===== src/pixel_alu_ctrl_defines.vh =====
/*
 constants for the pixel ALU compare, scroll and blend control block:
 register offsets, reset values, field positions and pipeline timing.
 assumes inclusion by bare name from the design file.
*/
`ifndef PIXEL_ALU_CTRL_DEFINES_VH
`define PIXEL_ALU_CTRL_DEFINES_VH

// ----------------------------------------------------------------
// register byte offsets (APB word aligned)
// ----------------------------------------------------------------
`define OFS_COMPARE_CONTROL 6'h00
`define OFS_WRITE_ADDR_SEL 6'h04
`define OFS_SECOND_BLEND 6'h08
`define OFS_PICK_STATUS 6'h0C

// ----------------------------------------------------------------
// reset values
// ----------------------------------------------------------------
`define RST_COMPARE_CONTROL 32'h0A000000
`define RST_WRITE_ADDR_SEL 32'h00000000
`define RST_SECOND_BLEND 32'h00000000

// ----------------------------------------------------------------
// compare control fields
// ----------------------------------------------------------------
`define CC_PICK_CMD 27
`define CC_PICK_VAL 26
`define CC_HIT_CMD 25
`define CC_HIT_VAL 24
`define CC_MAG_SRC 17
`define CC_MATCH_SRC 16
`define CC_MATCH_HI 9
`define CC_MATCH_LO 8
`define CC_MAG_HI 2
`define CC_MAG_LO 0
// writable bits of compare control
`define CC_WMASK 32'h0F030307

// ----------------------------------------------------------------
// write address select and blend fields
// ----------------------------------------------------------------
`define WA_SEL_BIT 0
`define WA_DATA_HI 29
`define WA_DATA_LO 24
`define SB_SAT_HI 29
`define SB_SAT_LO 28
`define SB_WMASK 32'h3F0F0F0F
`define RB_BLEND3_BIT 28
`define FRACTION_ONE 9'h100
`define TOP_BYTE_HI 31
`define TOP_BYTE_LO 24
`define TOP_UNIT 3

// ----------------------------------------------------------------
// timing: write lands seven cycles after the write address
// ----------------------------------------------------------------
`define SCROLL_WR_DELAY 7

`endif


===== src/pixel_compare_scroll_blend_ctrl.v =====
/*
 compare, scroll write-address and second blend control of a pixel ALU,
 with an APB slave for its three control registers and a status word.
 assumes the rendering controller drives the ALU port on clk, so those
 inputs need no synchroniser; apb signals are on clk as well.
*/
`timescale 1ns/1ps
`include "pixel_alu_ctrl_defines.vh"

module pixel_compare_scroll_blend_ctrl #(
   parameter WR_DELAY = `SCROLL_WR_DELAY
) (
   input wire clk,
   input wire resetn,
   input wire ce,
   input wire psel,
   input wire penable,
   input wire pwrite,
   input wire [5:0] paddr,
   input wire [31:0] pwdata,
   output reg [31:0] prdata,
   output reg pready,
   output reg pslverr,
   input wire statefulWr,
   input wire statelessWr,
   input wire passIn,
   input wire [5:0] aluAddressPins,
   input wire [31:0] aluDataPins,
   input wire [3:0] aluDataExt,
   input wire [31:0] constSource,
   input wire [3:0] constSourceExt,
   input wire [31:0] oldPixel,
   input wire [31:0] rasterBlendControl,
   output reg passOut,
   output reg hitPinOut,
   output reg hitPinOe,
   output reg pixelWrEn,
   output reg [5:0] pixelWrAddr,
   output reg [35:0] firstMultiplicand,
   output reg [31:0] secondMultiplicand,
   output reg [31:0] blendSumInput,
   output reg [7:0] alphaSatOut
);

   // ----------------------------------------------------------------
   // decode functions
   // ----------------------------------------------------------------
   // match test on equality or inequality
   // codes 0 and 1 ignore the data words
   function matchTest;
      input [1:0] sel;
      input [31:0] a;
      input [31:0] b;
      begin
         case (sel)
            2'h0: matchTest = 1'b1;
            2'h1: matchTest = 1'b0;
            2'h2: matchTest = (a == b);
            default: matchTest = (a != b);
         endcase
      end
   endfunction

   // magnitude test, incoming a against stored b
   // words compare as unsigned 32-bit values
   function magTest;
      input [2:0] sel;
      input [31:0] a;
      input [31:0] b;
      begin
         case (sel)
            3'h0: magTest = 1'b1;
            3'h1: magTest = (a > b);
            3'h2: magTest = (a == b);
            3'h3: magTest = (a >= b);
            3'h4: magTest = 1'b0;
            3'h5: magTest = (a <= b);
            3'h6: magTest = (a != b);
            default: magTest = (a < b);
         endcase
      end
   endfunction

   // ----------------------------------------------------------------
   // registers and state
   // ----------------------------------------------------------------
   reg [31:0] compareControl_r; // stored compare control
   reg [31:0] writeAddrSel_r; // stored write address select
   reg [31:0] secondBlend_r; // stored second blend control
   reg pickEnable_r; // picking enabled
   reg hit_r; // sticky pick hit flag
   reg scrollPend_r; // data write (stateful or stateless) waiting for its write address
   reg scrollGate_r; // its commit decision
   reg scrollSel_r; // its address source
   reg [5:0] scrollAddr_r; // its address from the address pins
   // the delay lines hold one stage fewer than the delay,
   // because the output registers form the last stage
   reg [WR_DELAY-2:0] pipeEn_r; // commit delay line
   reg [6*WR_DELAY-7:0] pipeAddr_r; // address delay line

   wire anyWr; // any data write this cycle
   wire apbWr; // write taken at access edge
   wire [31:0] effCompare; // compare control as the compare unit sees it
   wire [31:0] effBlend; // second blend as the blend units see it
   wire effAddrSel; // write address select as seen by this write
   wire [31:0] matchSrc; // match compare incoming value
   wire [31:0] magSrc; // magnitude compare incoming value
   wire matchPass; // match test result
   wire magPass; // magnitude test result
   wire bothPass; // both tests pass
   wire commit; // data write reaches the pixel buffer
   wire hitEvent; // picked write hits
   wire [5:0] wrAddrNow; // write address resolved one cycle after write
   wire [7:0] alphaSat; // alpha-saturate block output
   wire [7:0] oldTop; // stored top byte
   wire [7:0] newTop; // incoming top byte
   wire [7:0] satMin; // minimum of incoming and inverted stored
   wire [35:0] firstMultNxt; // per unit first multiplicands
   wire [31:0] secondMultNxt; // per unit second multiplicands
   wire [31:0] addendNxt; // per unit addends

   assign anyWr = statefulWr | statelessWr;
   assign apbWr = psel & penable & pwrite & pready;

   // ----------------------------------------------------------------
   // dual compare unit
   // ----------------------------------------------------------------
   // stateless writes see zeroed controls
   assign effCompare = statelessWr ? 32'h00000000 : compareControl_r;
   assign effBlend = statelessWr ? 32'h00000000 : secondBlend_r;
   assign effAddrSel = statelessWr ? 1'b0 : writeAddrSel_r[`WA_SEL_BIT];

   // match source by bit 16, magnitude by 17 xor 16
   // a select of one takes the constant source
   assign matchSrc = effCompare[`CC_MATCH_SRC] ? constSource : aluDataPins;
   assign magSrc = (effCompare[`CC_MAG_SRC] ^ effCompare[`CC_MATCH_SRC]) ? constSource : aluDataPins;

   assign matchPass = matchTest(effCompare[`CC_MATCH_HI:`CC_MATCH_LO], matchSrc, oldPixel);
   assign magPass = magTest(effCompare[`CC_MAG_HI:`CC_MAG_LO], magSrc, oldPixel);
   assign bothPass = matchPass & magPass;
   // stateful commits need the external pass too; stateless always commit
   assign commit = statelessWr | (statefulWr & bothPass & passIn);
   // a hit needs picking, a stateful write, both tests and pass
   assign hitEvent = pickEnable_r & statefulWr & bothPass & passIn;

   // ----------------------------------------------------------------
   // write address resolution
   // ----------------------------------------------------------------
   // scroll takes the write address from data pins one cycle later
   // a select of zero keeps the address pins captured with the write
   assign wrAddrNow = scrollSel_r ? aluDataPins[`WA_DATA_HI:`WA_DATA_LO] : scrollAddr_r;

   // ----------------------------------------------------------------
   // blend source selection
   // ----------------------------------------------------------------
   // top bytes feed the alpha-saturate block
   assign oldTop = oldPixel[`TOP_BYTE_HI:`TOP_BYTE_LO];
   assign newTop = aluDataPins[`TOP_BYTE_HI:`TOP_BYTE_LO];
   assign satMin = (newTop < ~oldTop) ? newTop : ~oldTop;
   // unit 3 out of blend mode forces stored top byte
   assign alphaSat = !rasterBlendControl[`RB_BLEND3_BIT] ? oldTop :
                     (effBlend[`SB_SAT_HI:`SB_SAT_LO] == 2'h0) ? satMin :
                     (effBlend[`SB_SAT_HI:`SB_SAT_LO] == 2'h1) ? newTop :
                     (effBlend[`SB_SAT_HI:`SB_SAT_LO] == 2'h2) ? oldTop : ~oldTop;

   genvar n;
   generate
      for (n = 0; n < 4; n = n + 1) begin : unitSel
         wire [7:0] oldB; // stored byte n
         wire [7:0] dqB; // incoming byte n
         wire [7:0] kB; // constant byte n
         wire [3:0] nib; // this unit's control nibble
         wire [1:0] frac; // fraction source field
         reg [8:0] fracVal; // fraction source value
         assign oldB = oldPixel[8*n+7:8*n];
         assign dqB = aluDataPins[8*n+7:8*n];
         assign kB = constSource[8*n+7:8*n];
         assign nib = effBlend[8*n+3:8*n];
         assign frac = rasterBlendControl[8*n+7:8*n+6];
         // fraction source picked by raster/blend control
         // the top unit's extension bit travels with the top byte
         always @* begin
            case (frac)
               2'h0: fracVal = `FRACTION_ONE;
               2'h1: fracVal = {constSourceExt[n], kB};
               2'h2: fracVal = {aluDataExt[n], dqB};
               default: fracVal = {aluDataExt[`TOP_UNIT], aluDataPins[`TOP_BYTE_HI:`TOP_BYTE_LO]};
            endcase
         end
         assign firstMultNxt[9*n+8:9*n] = nib[1] ? {1'b0, oldB} : fracVal;
         assign secondMultNxt[8*n+7:8*n] = nib[3] ? alphaSat : (nib[2] ? ~oldB : oldB);
         assign addendNxt[8*n+7:8*n] = nib[0] ? oldB :
                                       (rasterBlendControl[8*n+5] ? kB : dqB);
      end
   endgenerate

   // ----------------------------------------------------------------
   // apb register file and pick flags
   // ----------------------------------------------------------------
   // writes, one-shot commands and flag updates
   always @(posedge clk or negedge resetn) begin
      if (!resetn) begin
         compareControl_r <= `RST_COMPARE_CONTROL;
         writeAddrSel_r <= `RST_WRITE_ADDR_SEL;
         secondBlend_r <= `RST_SECOND_BLEND;
         pickEnable_r <= 1'b0;
         hit_r <= 1'b0;
      end else if (ce) begin
         // command bits clear one clock after loading
         compareControl_r[`CC_PICK_CMD] <= 1'b0;
         compareControl_r[`CC_HIT_CMD] <= 1'b0;
         // pick enable follows its command pair
         if (compareControl_r[`CC_PICK_CMD]) begin
            pickEnable_r <= compareControl_r[`CC_PICK_VAL];
         end
         // hardware set wins over software clear
         if (hitEvent) begin
            hit_r <= 1'b1;
         end else if (compareControl_r[`CC_HIT_CMD]) begin
            hit_r <= compareControl_r[`CC_HIT_VAL];
         end
         // reserved bits are dropped by the write masks
         if (apbWr) begin
            case (paddr)
               `OFS_COMPARE_CONTROL: compareControl_r <= pwdata & `CC_WMASK;
               `OFS_WRITE_ADDR_SEL: writeAddrSel_r <= {31'h00000000, pwdata[`WA_SEL_BIT]};
               `OFS_SECOND_BLEND: secondBlend_r <= pwdata & `SB_WMASK;
               default: ;
            endcase
         end
      end
   end

   // setup phase decode, answer in the access phase
   always @(posedge clk or negedge resetn) begin
      if (!resetn) begin
         prdata <= 32'h00000000;
         pready <= 1'b0;
         pslverr <= 1'b0;
      end else if (ce) begin
         // ready rises in the access cycle, with no wait states
         pready <= psel & ~penable;
         pslverr <= 1'b0;
         prdata <= 32'h00000000;
         // unmapped offsets answer with an error and zero data
         if (psel & ~penable) begin
            case (paddr)
               `OFS_COMPARE_CONTROL: prdata <= compareControl_r;
               `OFS_WRITE_ADDR_SEL: prdata <= writeAddrSel_r;
               `OFS_SECOND_BLEND: prdata <= secondBlend_r;
               `OFS_PICK_STATUS: prdata <= {30'h00000000, pickEnable_r, hit_r};
               default: pslverr <= 1'b1;
            endcase
         end
      end
   end

   // ----------------------------------------------------------------
   // scroll write pipeline
   // ----------------------------------------------------------------
   // hold the write one cycle, then delay it to the buffer
   // the write address is resolved in the cycle after the write,
   // enters the delay line at that edge and leaves the output
   // registers WR_DELAY cycles after the address cycle
   always @(posedge clk or negedge resetn) begin
      if (!resetn) begin
         scrollPend_r <= 1'b0;
         scrollGate_r <= 1'b0;
         scrollSel_r <= 1'b0;
         scrollAddr_r <= 6'h00;
         pipeEn_r <= {(WR_DELAY-1){1'b0}};
         pipeAddr_r <= {(6*WR_DELAY-6){1'b0}};
      end else if (ce) begin
         scrollPend_r <= anyWr;
         scrollGate_r <= commit;
         scrollSel_r <= effAddrSel;
         scrollAddr_r <= aluAddressPins;
         // delay stages after the write address cycle, output register last
         pipeEn_r <= {pipeEn_r[WR_DELAY-3:0], scrollPend_r & scrollGate_r};
         pipeAddr_r <= {pipeAddr_r[6*WR_DELAY-13:0], wrAddrNow};
      end
   end

   // ----------------------------------------------------------------
   // registered outputs
   // ----------------------------------------------------------------
   // pass, hit pin and blend selections
   always @(posedge clk or negedge resetn) begin
      if (!resetn) begin
         passOut <= 1'b0;
         hitPinOut <= 1'b0;
         hitPinOe <= 1'b0;
         pixelWrEn <= 1'b0;
         pixelWrAddr <= 6'h00;
         firstMultiplicand <= 36'h000000000;
         secondMultiplicand <= 32'h00000000;
         blendSumInput <= 32'h00000000;
         alphaSatOut <= 8'h00;
      end else if (ce) begin
         // pass ignores the external pass input
         if (anyWr) begin
            passOut <= bothPass;
         end
         // hit pin data stays low; only its enable moves
         hitPinOut <= 1'b0;
         // drive low while the hit flag holds one
         hitPinOe <= hitEvent | (hit_r & ~(compareControl_r[`CC_HIT_CMD] & ~compareControl_r[`CC_HIT_VAL]))
                     | (compareControl_r[`CC_HIT_CMD] & compareControl_r[`CC_HIT_VAL]);
         // tail of the delay line to the pixel buffer
         pixelWrEn <= pipeEn_r[WR_DELAY-2];
         pixelWrAddr <= pipeAddr_r[6*WR_DELAY-7:6*WR_DELAY-12];
         // blend selections follow the inputs one cycle later
         firstMultiplicand <= firstMultNxt;
         secondMultiplicand <= secondMultNxt;
         blendSumInput <= addendNxt;
         alphaSatOut <= alphaSat;
      end
   end

endmodule


===== config.mk =====
export PLATFORM = sky130hd
export DESIGN_NAME = pixel_compare_scroll_blend_ctrl
export DESIGN_NICKNAME = d
export VERILOG_FILES = /design/src/pixel_compare_scroll_blend_ctrl.v
export VERILOG_INCLUDE_DIRS = /design/src
export SDC_FILE = /design/constraint.sdc
export NUM_CORES = 1
export LEC_CHECK = 0
export BUFFER_PORTS_ARGS = -buffer_cell sky130_fd_sc_hd__buf_2
export CORE_MARGIN = 3
export CORE_UTILIZATION = 48
export CTS_CLUSTER_SIZE = 28
export DETAILED_ROUTE_END_ITERATION = 6
export PLACE_DENSITY = 0.73
export SYNTH_ARGS = -nofsm -noshare
export SYNTH_HDL_FRONTEND = slang
export SYNTH_SLANG_ARGS = --single-unit

===== constraint.sdc =====
create_clock -name clk -period 11.13 [get_ports clk]
set_input_delay 1.113 -clock clk [delete_from_list [all_inputs] [get_ports clk]]
set_output_delay 1.113 -clock clk [all_outputs]
set_load 0.005 [all_outputs]

# Yosys cells after proc, flatten, opt, wreduce, memory -nomap -nowiden
# Cells that the tools add are included.
dict set report totals {
  register_bits 234
  latch_bits 0
  ramBits 0
  romBits 0
  input_bits 189
  out_inout_bits 152
  wordCells 139
  n_memories 0
}
dict set report classes {
  n_addsub 0
  n_mul 0
  div_mod_pow 0
  n_lt_le_gt_ge 5
  eq_ne 24
  shift 0
  muxes 45
  bitwise_logic 26
  n_reduce_logical 16
}
# op n
set ops {}
lappend ops {{8-bit two-way mux} 21}
lappend ops {{30-bit case mux with 4 select lines} 1}
lappend ops {{9-bit case mux with 3 select lines} 3}
lappend ops {{32-bit equality test} 2}
lappend ops {{32-bit two-way mux} 2}
lappend ops {{32-bit inequality test} 2}
lappend ops {{30-bit two-way mux} 2}
lappend ops {{28-bit two-way mux} 2}
lappend ops {{9-bit two-way mux} 4}
lappend ops {{32-bit >= comparator} 1}
lappend ops {{32-bit > comparator} 1}
lappend ops {{32-bit <= comparator} 1}
lappend ops {{32-bit less-than comparator} 1}
lappend ops {{8-bit NOT} 4}
lappend ops {{18-bit two-way mux} 1}
lappend ops {{9-bit case mux with 2 select lines} 1}
lappend ops {{1-bit AND} 14}
lappend ops {{2-bit by 1-bit equality test with 1-bit output, second input constant} 6}
lappend ops {{6-bit by 4-bit equality test with 1-bit output, second input constant} 2}
lappend ops {{2-bit logical NOT} 6}
lappend ops {{2-bit equality test, second input constant} 5}
lappend ops {{3-bit equality test, second input constant} 3}
lappend ops {{3-bit AND reduction} 3}
lappend ops {{8-bit less-than comparator} 1}
lappend ops {{other kinds (15)} 27}

# Depth between registers and ports, before layout
# Gate-level depths: netlist of the first run.
dict set report depth {
  depth_word 10
  depth_mapped 16
}

# Worst setup path after synthesis of the first run
# Ideal clock, no wire load.
dict set report synth_timing {
  path_kind {input to register}
  startpoint {input statelessWr}
  endpoint {register hit_r}
  arrival_time_ns 4.766
  t_required_ns 11.001
  path_slack_ns 6.235
  path_stages 15
  cell_sequence {buf_6 > clkbuf_1 > nor2_1 > clkbuf_1 > mux2_2 > ha_1 > nand4_1 > nor4_1 > a21boi_0 > xnor2_1 > o21ai_0 > nor4b_1 > mux2i_1 > a21oi_1 > o41a_1}
}
dict set report synth_between {
  elab_chain_len 10
}
# element line_no
set synth_rtl {}
lappend synth_rtl {{start: declaration} pixel_compare_scroll_blend_ctrl.v:25} ;# input wire statelessWr,
lappend synth_rtl {{18-bit two-way mux *} pixel_compare_scroll_blend_ctrl.v:129} ;# assign effCompare = statelessWr ? 32'h00000000 : compareControl_r;
lappend synth_rtl {{1-bit XOR} pixel_compare_scroll_blend_ctrl.v:136} ;# assign magSrc = (effCompare[`CC_MAG_SRC] ^ effCompare[`CC_MATCH_SRC]) ? constSource : aluDataPins;
lappend synth_rtl {{32-bit two-way mux} pixel_compare_scroll_blend_ctrl.v:136}
lappend synth_rtl {{32-bit less-than comparator, or another cell as far along} pixel_compare_scroll_blend_ctrl.v:79} ;# default: magTest = (a < b);
lappend synth_rtl {{1-bit case mux with 7 select lines} pixel_compare_scroll_blend_ctrl.v:71} ;# case (sel)
lappend synth_rtl {{1-bit AND *} pixel_compare_scroll_blend_ctrl.v:140} ;# assign bothPass = matchPass & magPass;
lappend synth_rtl {{1-bit AND * (2 in series)} pixel_compare_scroll_blend_ctrl.v:144} ;# assign hitEvent = pickEnable_r & statefulWr & bothPass & passIn;
lappend synth_rtl {{2-bit nonzero test (no source line)} -}
lappend synth_rtl {{2-bit AND reduction (no source line)} -}
lappend synth_rtl {{end signal: assignment} pixel_compare_scroll_blend_ctrl.v:220} ;# hit_r <= compareControl_r[`CC_HIT_VAL];
lappend synth_rtl {{end: declaration} pixel_compare_scroll_blend_ctrl.v:91} ;# reg hit_r;
# Mark *: on every way between the ends. The rest lies on a longest branch, timed or not.
# A chain may end at the register's enable or synchronous reset.

# Worst setup path in the final report of the first run
# Same ends and word-level chain as after synthesis.

==> reports/summary.log, run 1 <==
[status] run status finished clean
[global_route] pin count of the biggest net entering global routing 96
[floorplanning] vertical die dimension 173 um
[worst_setup_path] R2R cell count 14
[logic_synthesis] Cells after Synth 1328
[clock_network] buffer type at the clock tree root clkbuf_16
[worst_setup_path] launching point of the worst reg2reg path compareControl_r[16]
[run] total of max-cap violations 0
[logic_synthesis] combinational family with the most area after synthesis multiplexers
[logic_synthesis] post-synthesis sequential area ratio 0.413
[sta] ratio of final minimum period to clock period 0.451
[logic_synthesis] top-count cell post-synth dfrtp_1
[placed_design] Port-buffer cells 292
[cells_and_area] area added between synthesis and finish 18.3%
[sta] setup violation total in the final timing report 0
[worst_setup_path] class of the most critical setup path in2reg
[min_path] origin of the worst min-delay path prdata[2]
[detailed_routing] count of TritonRoute iterations in the first routing pass 6
[worst_setup_path] worst setup path startpoint statelessWr
[logic_synthesis] synthesized flop and latch total 220
[worst_setup_path] worst endpoint required time 11.54 ns
[clock_network] maximum number of buffers from clock root to sink 3
[worst_setup_path] minimum setup slack among reg-to-reg paths 6.45 ns
[floorplanning] chip width 173 um
[logic_synthesis] Synth Area in XOR/XNOR 0.0407
[floorplanning] area of the placeable core 27100 um^2
[detailed_routing] residual antenna-violating net count after detailed routing 0
[detailed_routing] drt drc 0
[cells_and_area] fill count 2392
[clock_network] count of H-tree levels built during CTS 1
[sta] final critical-path required period 5.02 ns
[clock_network] Hold Buf Count CTS 0
[detailed_routing] aggregate routed wire length 43.8 mm
[detailed_routing] drt initial violations 1222
[sta] actual transition at the worst max-transition pin 1.26 ns
[floorplanning] Top Ports 341
[global_route] GR Overflow Total 0
[cells_and_area] final cell area excluding filler cells 15800 um^2
[worst_setup_path] kind of launch point of the worst setup path input port
[worst_setup_path] CP endpoint kind flip-flop
[logic_synthesis] fraction of synthesis flops using an asynchronous set or reset pin 1.00
[detailed_routing] average wire length per cell after detail routing 22.4 um
[logic_synthesis] share of synthesized cell area in and, or, nand and nor gates 0.0849
[logic_synthesis] average instance area after synthesis 10.0 um^2
[sta] final count of pins violating max slew 0
[min_path] worst hold endpoint prdata[2]
[logic_synthesis] most frequently used flop master after synthesis dfrtp_1
[min_path] Hold Path Depth 1
[logic_synthesis] dominant cells by area after synthesis dfrtp_1 41%, mux2_2 16%, mux2i_1 3.8%
[placed_design] post-place instance area 14900 um^2
[clock_network] Clock Pin Slew Worst Setup and Hold Paths 0.06 ns
[global_route] vias in the first global route 11.5k
[floorplanning] die area 29800 um^2
[worst_setup_path] highest net fanout along the worst path 36
[clock_network] TritonCTS sink count 220
[sta] headroom to the max-slew limit 0.153
[power] Lkg Pwr 7.15 nW
[logic_synthesis] area fraction of the dominant cell type after synthesis 0.409
[clock_network] Resize count post-CTS 0
[min_path] Hold WC Path Type reg2reg
[sta] minimum setup slack in the final design 6.11 ns
[floorplanning] Row Count 60
[sta] final hold violation count 0
[logic_synthesis] Compound-Gate Fraction of Synth Area 0.174
[clock_network] clock latency of the later-clocked register in the worst-skew pair 0.54 ns
[logic_synthesis] post-synth top area cell dfrtp_1
[logic_synthesis] number of unique standard cell types used by synthesis 62
[cells_and_area] number of nets at the end of the flow 1787
[logic_synthesis] post-synthesis adder-cell area fraction 0.0366
[detailed_routing] post-detailed-route via-to-cell ratio 6.05
[power] pwr/cell area 141 nW/um^2
[sta] setup TNS 0 ns
[clock_network] number of clock buffers inserted by TritonCTS 25
[floorplanning] starting density of the core 0.492
[logic_synthesis] mux contribution to synthesized area 0.195
[cells_and_area] fin util 0.582
[placed_design] post-place setup slack 5.65 ns
[placed_design] DP HPWL 32.1 mm
[power] VDD IR-drop max 96.2 uV
[global_route] number of antenna violations at the first check in global routing 7
[placed_design] weighted congestion at the end of routability-driven global placement 0.920
[global_route] first-pass GRT wire length 66.8 mm
[sta] Max Fclk 199 MHz
[worst_setup_path] capturing point of the worst reg2reg path hit_r
[sta] unrepaired setup endpoints after global routing no
[clock_network] Post-CTS Setup Bufs 0
[logic_synthesis] Netlist Area Pre-Place 13300 um^2
[detailed_routing] vias after detailed routing 11.8k
[logic_synthesis] number of flops mapped to enable cells by yosys 0
[power] Total Power 2.22 mW
[sta] Worst Clk Skew 0.0168 ns
[cells_and_area] fraction of final layout cells sized beyond drive strength 1 0.343
[logic_synthesis] leading cell types by count after synthesis 218 x dfrtp_1, 184 x mux2_2, 125 x nand2_1
[clock_network] CTS tree yes
[global_route] GRT Total Usage 0.280
[logic_synthesis] Yosys Warn Count 0
[worst_setup_path] arrival time at the worst endpoint 5.43 ns
[sequential cells by signal (all words and copies together) (netlist names), 6 cells and up]
register / flops
firstMultiplicand: 36
blendSumInput: 32
compareControl_r: 11
pipeEn_r: 6
prdata: 18
alphaSatOut: 8
scrollAddr_r: 6
pipeAddr_r: 36
pixelWrAddr: 6
secondBlend_r: 18
secondMultiplicand: 32
[cells in the final DEF (no fill, tap or decap), types with 8 or more instances in the layout]
cell and instances:
a2111oi_0 11, a21boi_0 9, a21oi_1 81, a221oi_1 32, a22o_1 9, a22oi_1 12
buf_2 290, buf_4 12, clkbuf_16 25, clkinv_2 8, conb_1 15, dfrtp_1 218
ha_1 39, inv_1 61, mux2_2 184, mux2i_1 51, nand2_1 125, nand3_1 14
nand4_1 10, nor2_1 53, nor2b_1 18, nor4_1 10, o211ai_1 20, o21ai_0 81
o221ai_1 35, o2bb2ai_1 14, xnor2_1 47, xor2_1 15
[power breakdown]
| group | leakage (nW) | switching [mW] | internal, mW |
|---|---|---|---|
| registers | 2.70 | 0.0513 | 0.898 |
| clock network | 0.422 | 0.343 | 0.496 |
| logic | 4.03 | 0.235 | 0.197 |
[final cells by class]
class	count	area, um^2	share of cell area
tap	372	465	0.0295
inverter	61	229	0.0145
clock buffer	33	706	0.0448
sequential	220	5510	0.349
clock inverter	13	136	0.00865
antenna	4	10.0	0.000635
timing repair buffer	304	1570	0.0995
multi-input combinational	947	7140	0.453
[per-stage QoR]
step / cells / hold WS, ns
2_1_floorplan: 1342 / 0.465
3_3_place_gp: 1904 / 0.467
3_5_place_dp: 1904 / 0.469
4_1_cts: 1950 / 0.486
5_1_grt: 1954 / 0.499
6_report: 1954 / 0.480
[critical path, cell delays in order]
cell,delay [ns]
buf_2,0.30
nor2_2,0.18
buf_4,0.42
mux2_2,0.39
ha_1,0.31
nand4_1,0.19
nor4_1,0.71
a21boi_0,0.24
xnor2_1,0.17
o21ai_0,0.23
nor4b_1,0.09
mux2i_1,0.48
a21oi_1,0.20
o41a_1,0.34
[how the worst max path moves through the flow]
stage	slack, ns	cells past startpoint	end
finish	6.11	14	hit_r
global route	5.79	14	hit_r
CTS	6.21	14	hit_r
detailed placement	5.65	14	hit_r
global placement	5.74	14	hit_r
floorplan	6.24	15	hit_r
[layer usage]
| layer | track usage | part of all wire | vias up |
|---|---|---|---|
| li1 | - | - | 5271 |
| met1 | 0.375 | 0.41 | 5796 |
| met2 | 0.454 | 0.47 | 628 |
| met3 | 0.0509 | 0.084 | 126 |
| met4 | 0.111 | 0.044 | 6 |
| met5 | 0 | 0.00078 | - |
[logic make-up after synthesis]
group	count (synthesis)
other	1
AOI/OAI and AO/OA	343
adders and majority gates	39
xor gates and xnor gates	62
muxes	236
and+or+nand+nor	252
buffers and inverters	175
DFF	220
(Power assumes the default switching activity.)
==> run 2: changes to the inputs <==
--- a/config.mk
+++ b/config.mk
@@ -6,6 +6,7 @@
 export SDC_FILE = /design/constraint.sdc
 export NUM_CORES = 1
 export LEC_CHECK = 0
+export ABC_AREA = 1
 export BUFFER_PORTS_ARGS = -buffer_cell sky130_fd_sc_hd__buf_2
 export CORE_MARGIN = 3
 export CORE_UTILIZATION = 48
==> constraint.sdc (replaced) <==
create_clock -name clk -period 5.16 [get_ports clk]
set_input_delay 0.516 -clock clk [delete_from_list [all_inputs] [get_ports clk]]
set_output_delay 0.516 -clock clk [all_outputs]
set_load 0.005 [all_outputs]
==> run 2 against run 1 <==
Net effect: the flow now finishes with violations (DRC); non-clock buffer count is 1 lower; global-route usage rose by 1.7 points; sequential cell count unchanged; first-iteration DRC count grew 6.7%; register-to-register slack lost 4.8 ns; cell count increased by 29%; routed wire length increased by 5.7%; sequential power up 110%; combinational power rose by 94%; clock skew shrank 0.0068 ns.
==> reports/summary.log, run 2 <==
[sta] headroom to the max-slew limit 0.234
[worst_setup_path] highest net fanout along the worst path 33
[detailed_routing] detailed-route wire length on metal 1 18.9 mm
[worst_setup_path] worst setup path startpoint compareControl_r[17]
[global_route] GR Overflow Total 0
[worst_setup_path] timing endpoint of the critical path hit_r
[worst_setup_path] delay of the slowest cell on the worst path 0.44 ns
[logic_synthesis] most frequently used flop master after synthesis dfrtp_1
[detailed_routing] average wire length per cell after detail routing 18.3 um
[worst_setup_path] CP endpoint kind flip-flop
[logic_synthesis] post-synth top area cell dfrtp_1
[floorplanning] Row Count 60
[sta] final hold violation count 0
[logic_synthesis] Netlist Area Pre-Place 13400 um^2
[cells_and_area] fraction of final layout cells sized beyond drive strength 1 0.169
[placed_design] DP HPWL 33.4 mm
[cells_and_area] top library cells by usage in the layout, fill and taps aside 589 x nand2_1, 290 x buf_2, 243 x o21ai_0
[sta] actual transition at the worst max-transition pin 1.15 ns
[sta] setup violation total in the final timing report 0
[cells_and_area] fill count 2624
[logic_synthesis] Cells after Synth 1902
[detailed_routing] met3 layer wire length in the routed design 4.11 mm
[clock_network] TritonCTS sink count 220
[logic_synthesis] Yosys Warn Count 0
[clock_network] CTS tree yes
[sta] minimum setup slack in the final design 1.68 ns
[sta] final critical-path required period 3.48 ns
[logic_synthesis] leading cell types by count after synthesis 590 x nand2_1, 243 x o21ai_0, 218 x dfrtp_1
[logic_synthesis] area fraction of the dominant cell type after synthesis 0.406
[clock_network] clock latency of the later-clocked register in the worst-skew pair 0.53 ns
[floorplanning] area of the placeable core 27300 um^2
[sta] ratio of final minimum period to clock period 0.674
[logic_synthesis] post-synthesis sequential area ratio 0.410
[clock_network] buffer type at the clock tree root clkbuf_16
[detailed_routing] post-detailed-route via-to-cell ratio 5.48
[cells_and_area] biggest regs firstMultiplicand (36), pipeAddr_r (36)
[worst_setup_path] Slowest cell on crit path nand2_2
[sta] Max Fclk 288 MHz
[clock_network] number of clock buffers inserted by TritonCTS 25
[detailed_routing] drt drc 3
[worst_setup_path] minimum setup slack among reg-to-reg paths 1.68 ns
[detailed_routing] residual antenna-violating net count after detailed routing 0
[min_path] Hold WC Path Type in2async
[worst_setup_path] R2R cell count 18
[detailed_routing] Max Used Layer met4
[clock_network] maximum number of buffers from clock root to sink 3
[run] total of max-cap violations 0
[clock_network] Hold Buf Count CTS 0
[power] VDD IR-drop max 279 uV
[floorplanning] Top Ports 341
[global_route] first-pass GRT wire length 72.0 mm
[placed_design] Port-buffer cells 292
[detailed_routing] Met2 Routed Length 21.4 mm
[worst_setup_path] Stages on worst setup path 18
[worst_setup_path] class of the most critical setup path reg2reg
[logic_synthesis] fraction of synthesis flops using an asynchronous set or reset pin 1.00
[logic_synthesis] dominant cells by area after synthesis dfrtp_1 41%, nand2_1 16%, o21ai_0 9.1%
[sta] unrepaired setup endpoints after global routing no
[cells_and_area] fin util 0.584
[floorplanning] vertical die dimension 173 um
[worst_setup_path] arrival time at the worst endpoint 3.88 ns
[cells_and_area] final cell area excluding filler cells 15900 um^2
[cells_and_area] area added between synthesis and finish 18.5%
[logic_synthesis] number of flops mapped to enable cells by yosys 0
[worst_setup_path] capturing point of the worst reg2reg path hit_r
[sta] worst hold slack 0.0611 ns
[logic_synthesis] synthesized flop and latch total 220
[cells_and_area] number of nets at the end of the flow 2363
[detailed_routing] drt initial violations 1304
[clock_network] Clock Pin Slew Worst Setup and Hold Paths 0.06 ns
[clock_network] count of H-tree levels built during CTS 1
[worst_setup_path] kind of launch point of the worst setup path flip-flop
[status] run status complete, but fails checks
[logic_synthesis] average instance area after synthesis 7.06 um^2
[global_route] pin count of the biggest net entering global routing 119
[sta] Worst Clk Skew 0.00999 ns
[logic_synthesis] number of unique standard cell types used by synthesis 45
[detailed_routing] aggregate routed wire length 46.2 mm
[power] pwr/cell area 297 nW/um^2
[placed_design] post-place instance area 15000 um^2
[worst_setup_path] number of buffers and inverters on the critical path 2
[floorplanning] die area 30000 um^2
[status] violations in the final reports DRC
[floorplanning] chip width 173 um
[detailed_routing] vias after detailed routing 13.9k
[sta] setup TNS 0 ns
[global_route] number of antenna violations at the first check in global routing 3
[floorplanning] starting density of the core 0.493
[detailed_routing] count of TritonRoute iterations in the first routing pass 7
[worst_setup_path] ordered cell list for the critical path xor2_1, nand2_2, buf_4, o21ai_0, ha_1, nand2_1, nor2_1, nand4_1, nor2_1, nand2_1, o21ai_0, inv_1, nand2_1, nand3_1, nand2_1, nor2_2, nand3_1, a21oi_1
[clock_network] Resize count post-CTS 0
[sta] final count of pins violating max slew 0
[worst_setup_path] cell class contributing the biggest share of worst-path delay simple AND/OR/NAND/NOR gates
[global_route] GRT Total Usage 0.297
[global_route] vias in the first global route 13.2k
[logic_synthesis] top-count cell post-synth nand2_1
[placed_design] post-place setup slack 1.41 ns
[worst_setup_path] dominant cell type by count on the critical path nand2_1
[worst_setup_path] worst endpoint required time 5.56 ns
[cells_and_area] post-layout instance count excluding filler cells 2529
[power] Lkg Pwr 8.36 nW
[power] Total Power 4.73 mW
[clock_network] Post-CTS Setup Bufs 0
[placed_design] weighted congestion at the end of routability-driven global placement 0.954
[placed_design] placed instance count 2480
[worst_setup_path] launching point of the worst reg2reg path compareControl_r[17]
[cells_and_area] most common cell after layout, fill and taps aside nand2_1
[run 2: cell types whose count changed in the layout (fill, tap and decap cells not counted), sizes merged, moves of 47 or more]
cell and change:
inv +112, mux2 -181, mux2i -51, nand2 +466
nand3 +62, nor2 +97, o21ai +161, xnor2 -47
[run 2: kinds of logic after synthesis]
logic type / after synthesis / share of synthesized area
other: 1 / 0.000279
multiplexers: 3 / 0.00252
flip-flops: 220 / 0.410
buffers and inverters: 286 / 0.0867
AO/OA/AOI/OAI: 455 / 0.183
adder cells (fa/ha/maj): 39 / 0.0363
XOR/XNOR: 41 / 0.0267
AND/OR/NAND/NOR: 857 / 0.254
[run 2: area by class of cell]
| type | instances | area (um^2) | area share |
|---|---|---|---|
| Clock buffer | 29 | 661 | 0.0415 |
| Tap cell | 372 | 465 | 0.0292 |
| Multi-Input combinational cell | 1410 | 6820 | 0.428 |
| Clock inverter | 16 | 225 | 0.0141 |
| Antenna cell | 4 | 10.0 | 0.000629 |
| Timing Repair Buffer | 303 | 1570 | 0.0986 |
| Inverter | 175 | 662 | 0.0416 |
| Sequential cell | 220 | 5510 | 0.346 |
[run 2: report_power, final]
part	leakage [nW]	total (mW)	switching, mW	internal [mW]
logic	5.18	0.835	0.535	0.300
registers	2.74	1.97	0.0832	1.88
clock network	0.433	1.93	0.758	1.17
[run 2: worst min-delay path by stage]
stage | endpoint | depth (start not counted)
after floorplan | alphaSatOut[0] | 0
after global placement | pixelWrEn | 2
after detailed placement | pixelWrAddr[1] | 2
after CTS | pixelWrAddr[3] | 1
after global routing | pixelWrAddr[3] | 1
final | pixelWrAddr[3] | 1
[run 2: layer usage]
layer / track usage / vias to the layer above
li1: - / 6653
met1: 0.395 / 6437
met2: 0.485 / 651
met3: 0.0543 / 124
met4: 0.115 / 0
met5: 0 / -
[run 2: worst reg2reg max path, delay by kind of cell, from the launching register on]
| kind | cells | cell delay [ns] |
|---|---|---|
| xor+xnor | 1 | 0.19 |
| simple gates | 11 | 1.57 |
| flops | 1 | 0.41 |
| buf+inv | 2 | 0.47 |
| fa+ha+maj | 1 | 0.31 |
| compound gates | 3 | 0.40 |
==> run 3: changes to the inputs <==
==> constraint.sdc (replaced) <==
create_clock -name clk -period 3.4 [get_ports clk]
set_input_delay 0.34 -clock clk [delete_from_list [all_inputs] [get_ports clk]]
set_output_delay 0.34 -clock clk [all_outputs]
set_load 0.005 [all_outputs]
==> run 3 against run 2 <==
Net effect: the flow now finishes without violations; design area up 1.1%; worst hold slack worse by 0.021 ns; clock skew down 0.0012 ns; sequential power up 52%; non-clock buffer count up 23; combinational power up 54%; critical path depth up 1; highest routed layer unchanged.
==> reports/summary.log, run 3 (same netlist as run 2, synthesis figures left out) <==
[sta] ratio of final minimum period to clock period 0.925
[placed_design] placed instance count 2498
[detailed_routing] aggregate routed wire length 46.4 mm
[clock_network] number of clock buffers inserted by TritonCTS 25
[detailed_routing] drt initial violations 1377
[worst_setup_path] minimum setup slack among reg-to-reg paths 0.26 ns
[sta] unrepaired setup endpoints after global routing no
[sta] setup TNS 0 ns
[status] run status finished clean
[floorplanning] starting density of the core 0.493
[clock_network] buffer type at the clock tree root clkbuf_16
[cells_and_area] fill count 2611
[floorplanning] die area 30000 um^2
[min_path] Hold WC Path Type in2reg
[cells_and_area] final cell area excluding filler cells 16100 um^2
[detailed_routing] count of TritonRoute iterations in the first routing pass 6
[run] total of max-cap violations 0
[worst_setup_path] highest net fanout along the worst path 11
[cells_and_area] most common cell after layout, fill and taps aside nand2_1
[power] portion of total power attributed to sequential cells 0.425
[placed_design] DP HPWL 34.0 mm
[power] Total Power 7.03 mW
[worst_setup_path] kind of launch point of the worst setup path flip-flop
[floorplanning] area of the placeable core 27300 um^2
[power] fraction of power consumed by combinational cells 0.184
[global_route] GR Overflow Total 0
[sta] headroom to the max-slew limit 0.315
[sta] final count of pins violating max slew 0
[clock_network] clock latency of the later-clocked register in the worst-skew pair 0.54 ns
[sta] Max Fclk 318 MHz
[detailed_routing] post-detailed-route via-to-cell ratio 5.49
[power] internal power contribution 4.96 mW
[global_route] vias in the first global route 13.1k
[worst_setup_path] R2R cell count 19
[worst_setup_path] worst endpoint required time 3.83 ns
[detailed_routing] residual antenna-violating net count after detailed routing 0
[floorplanning] vertical die dimension 173 um
[cells_and_area] biggest regs firstMultiplicand (36), pipeAddr_r (36)
[power] VDD IR-drop max 332 uV
[clock_network] CTS tree yes
[clock_network] maximum number of buffers from clock root to sink 3
[detailed_routing] drt drc 0
[cells_and_area] area added between synthesis and finish 19.9%
[floorplanning] Row Count 60
[sta] final hold violation count 0
[global_route] pin count of the biggest net entering global routing 160
[clock_network] TritonCTS sink count 220
[cells_and_area] top library cells by usage in the layout, fill and taps aside 589 x nand2_1, 290 x buf_2, 243 x o21ai_0
[placed_design] post-place instance area 15200 um^2
[worst_setup_path] capturing point of the worst reg2reg path hit_r
[sta] final critical-path required period 3.14 ns
[worst_setup_path] arrival time at the worst endpoint 3.57 ns
[power] Sw Share 0.295
[power] power share of the clock group 0.391
[sta] Worst Clk Skew 0.00880 ns
[cells_and_area] fraction of final layout cells sized beyond drive strength 1 0.175
[cells_and_area] post-layout instance count excluding filler cells 2551
[clock_network] count of H-tree levels built during CTS 1
[sta] setup violation total in the final timing report 0
[detailed_routing] average wire length per cell after detail routing 18.2 um
[global_route] GRT Total Usage 0.296
[sta] worst hold slack 0.0400 ns
[power] pwr/cell area 437 nW/um^2
[worst_setup_path] CP endpoint kind flip-flop
[worst_setup_path] timing endpoint of the critical path hit_r
[sta] actual transition at the worst max-transition pin 1.02 ns
[worst_setup_path] worst setup path startpoint compareControl_r[16]
[global_route] first-pass GRT wire length 71.7 mm
[placed_design] Port-buffer cells 292
[placed_design] post-place setup slack 0.195 ns
[clock_network] Clock Pin Slew Worst Setup and Hold Paths 0.06 ns
[sta] minimum setup slack in the final design 0.256 ns
[worst_setup_path] launching point of the worst reg2reg path compareControl_r[16]
[cells_and_area] number of nets at the end of the flow 2387
[placed_design] weighted congestion at the end of routability-driven global placement 0.952
[power] Lkg Pwr 8.47 nW
[global_route] number of antenna violations at the first check in global routing 2
[detailed_routing] vias after detailed routing 14.0k
[floorplanning] chip width 173 um
[cells_and_area] fin util 0.591
[power] switching power 2.07 mW
[worst_setup_path] class of the most critical setup path reg2reg
[floorplanning] Top Ports 341
-- run 3: cell types whose count changed in the layout (fill, tap and decap cells not counted), sizes merged --
cell         previous run  this run
buf                   303       322
bufinv                  5         2
nand2                 591       592
diode                   4         2
inv                   175       174
clkbuf                 29        34
dlygate4sd3             0         4
clkinvlp                2         1
-- run 3: worst min-delay path by stage --
stage | slack, ns | to | depth (start not counted) | start
after global routing | 0.03 | scrollAddr_r[4] | 3 | aluAddressPins[4]
after global placement | 0.32 | pixelWrAddr[5] | 1 | resetn
after floorplan | 0.04 | alphaSatOut[0] | 0 | resetn
after detailed placement | 0.32 | pixelWrAddr[1] | 1 | resetn
after CTS | 0.01 | scrollAddr_r[2] | 3 | aluAddressPins[2]
final | 0.04 | scrollAddr_r[2] | 3 | aluAddressPins[2]
-- run 3: final cells by class --
| cell class | count | area [um^2] | area share |
|---|---|---|---|
| timing repair buffer | 326 | 1780 | 0.110 |
| inverter | 175 | 662 | 0.0411 |
| sequential | 220 | 5510 | 0.342 |
| multi-input combinational | 1411 | 6850 | 0.425 |
| clock inverter | 11 | 123 | 0.00762 |
| clock buffer | 34 | 709 | 0.0441 |
| tap | 372 | 465 | 0.0289 |
| antenna | 2 | 5.00 | 0.000311 |
-- run 3: power groups by stage --
stage | sequential (mW) | combinational [mW] | clock, mW
5_1_grt | 3.02 | 1.45 | 2.89
4_1_cts | 2.99 | 1.28 | 2.79
3_3_place_gp | 3.02 | 1.25 | 0
6_report | 2.99 | 1.29 | 2.75
3_5_place_dp | 3.03 | 1.27 | 0
2_1_floorplan | 3.03 | 0.657 | 0
-- run 3: metal layers --
layer / wire (um) / track usage / vias up
li1: - / - / 6689
met1: 19000 / 0.399 / 6575
met2: 21800 / 0.491 / 636
met3: 4210 / 0.0545 / 101
met4: 1380 / 0.0889 / 0
met5: 0 / 0 / -
-- run 3: repair_timing --
item | in CTS | in global routing
setup buffers | 0 | 1
hold buffers | 4 | 0
endpoints found under the hold margin | 62 | 0
gates resized for setup | 0 | 3
endpoints found under the setup margin | 0 | 4
-- run 3: critical path, cell delays in order (launching register included) --
cell and delay [ns]:
dfrtp_1 0.44, xor2_4 0.21, buf_4 0.16, nand2_2 0.19
a21oi_1 0.10, ha_1 0.29, nand2_1 0.07, nor2_1 0.15
and2_1 0.20, nand2_1 0.06, nor2_1 0.24, nand2_1 0.16
o21ai_0 0.20, inv_1 0.06, nand2_1 0.06, nand3_1 0.07
nand2_1 0.12, nor2_2 0.07, nand3_1 0.09, a21oi_1 0.08
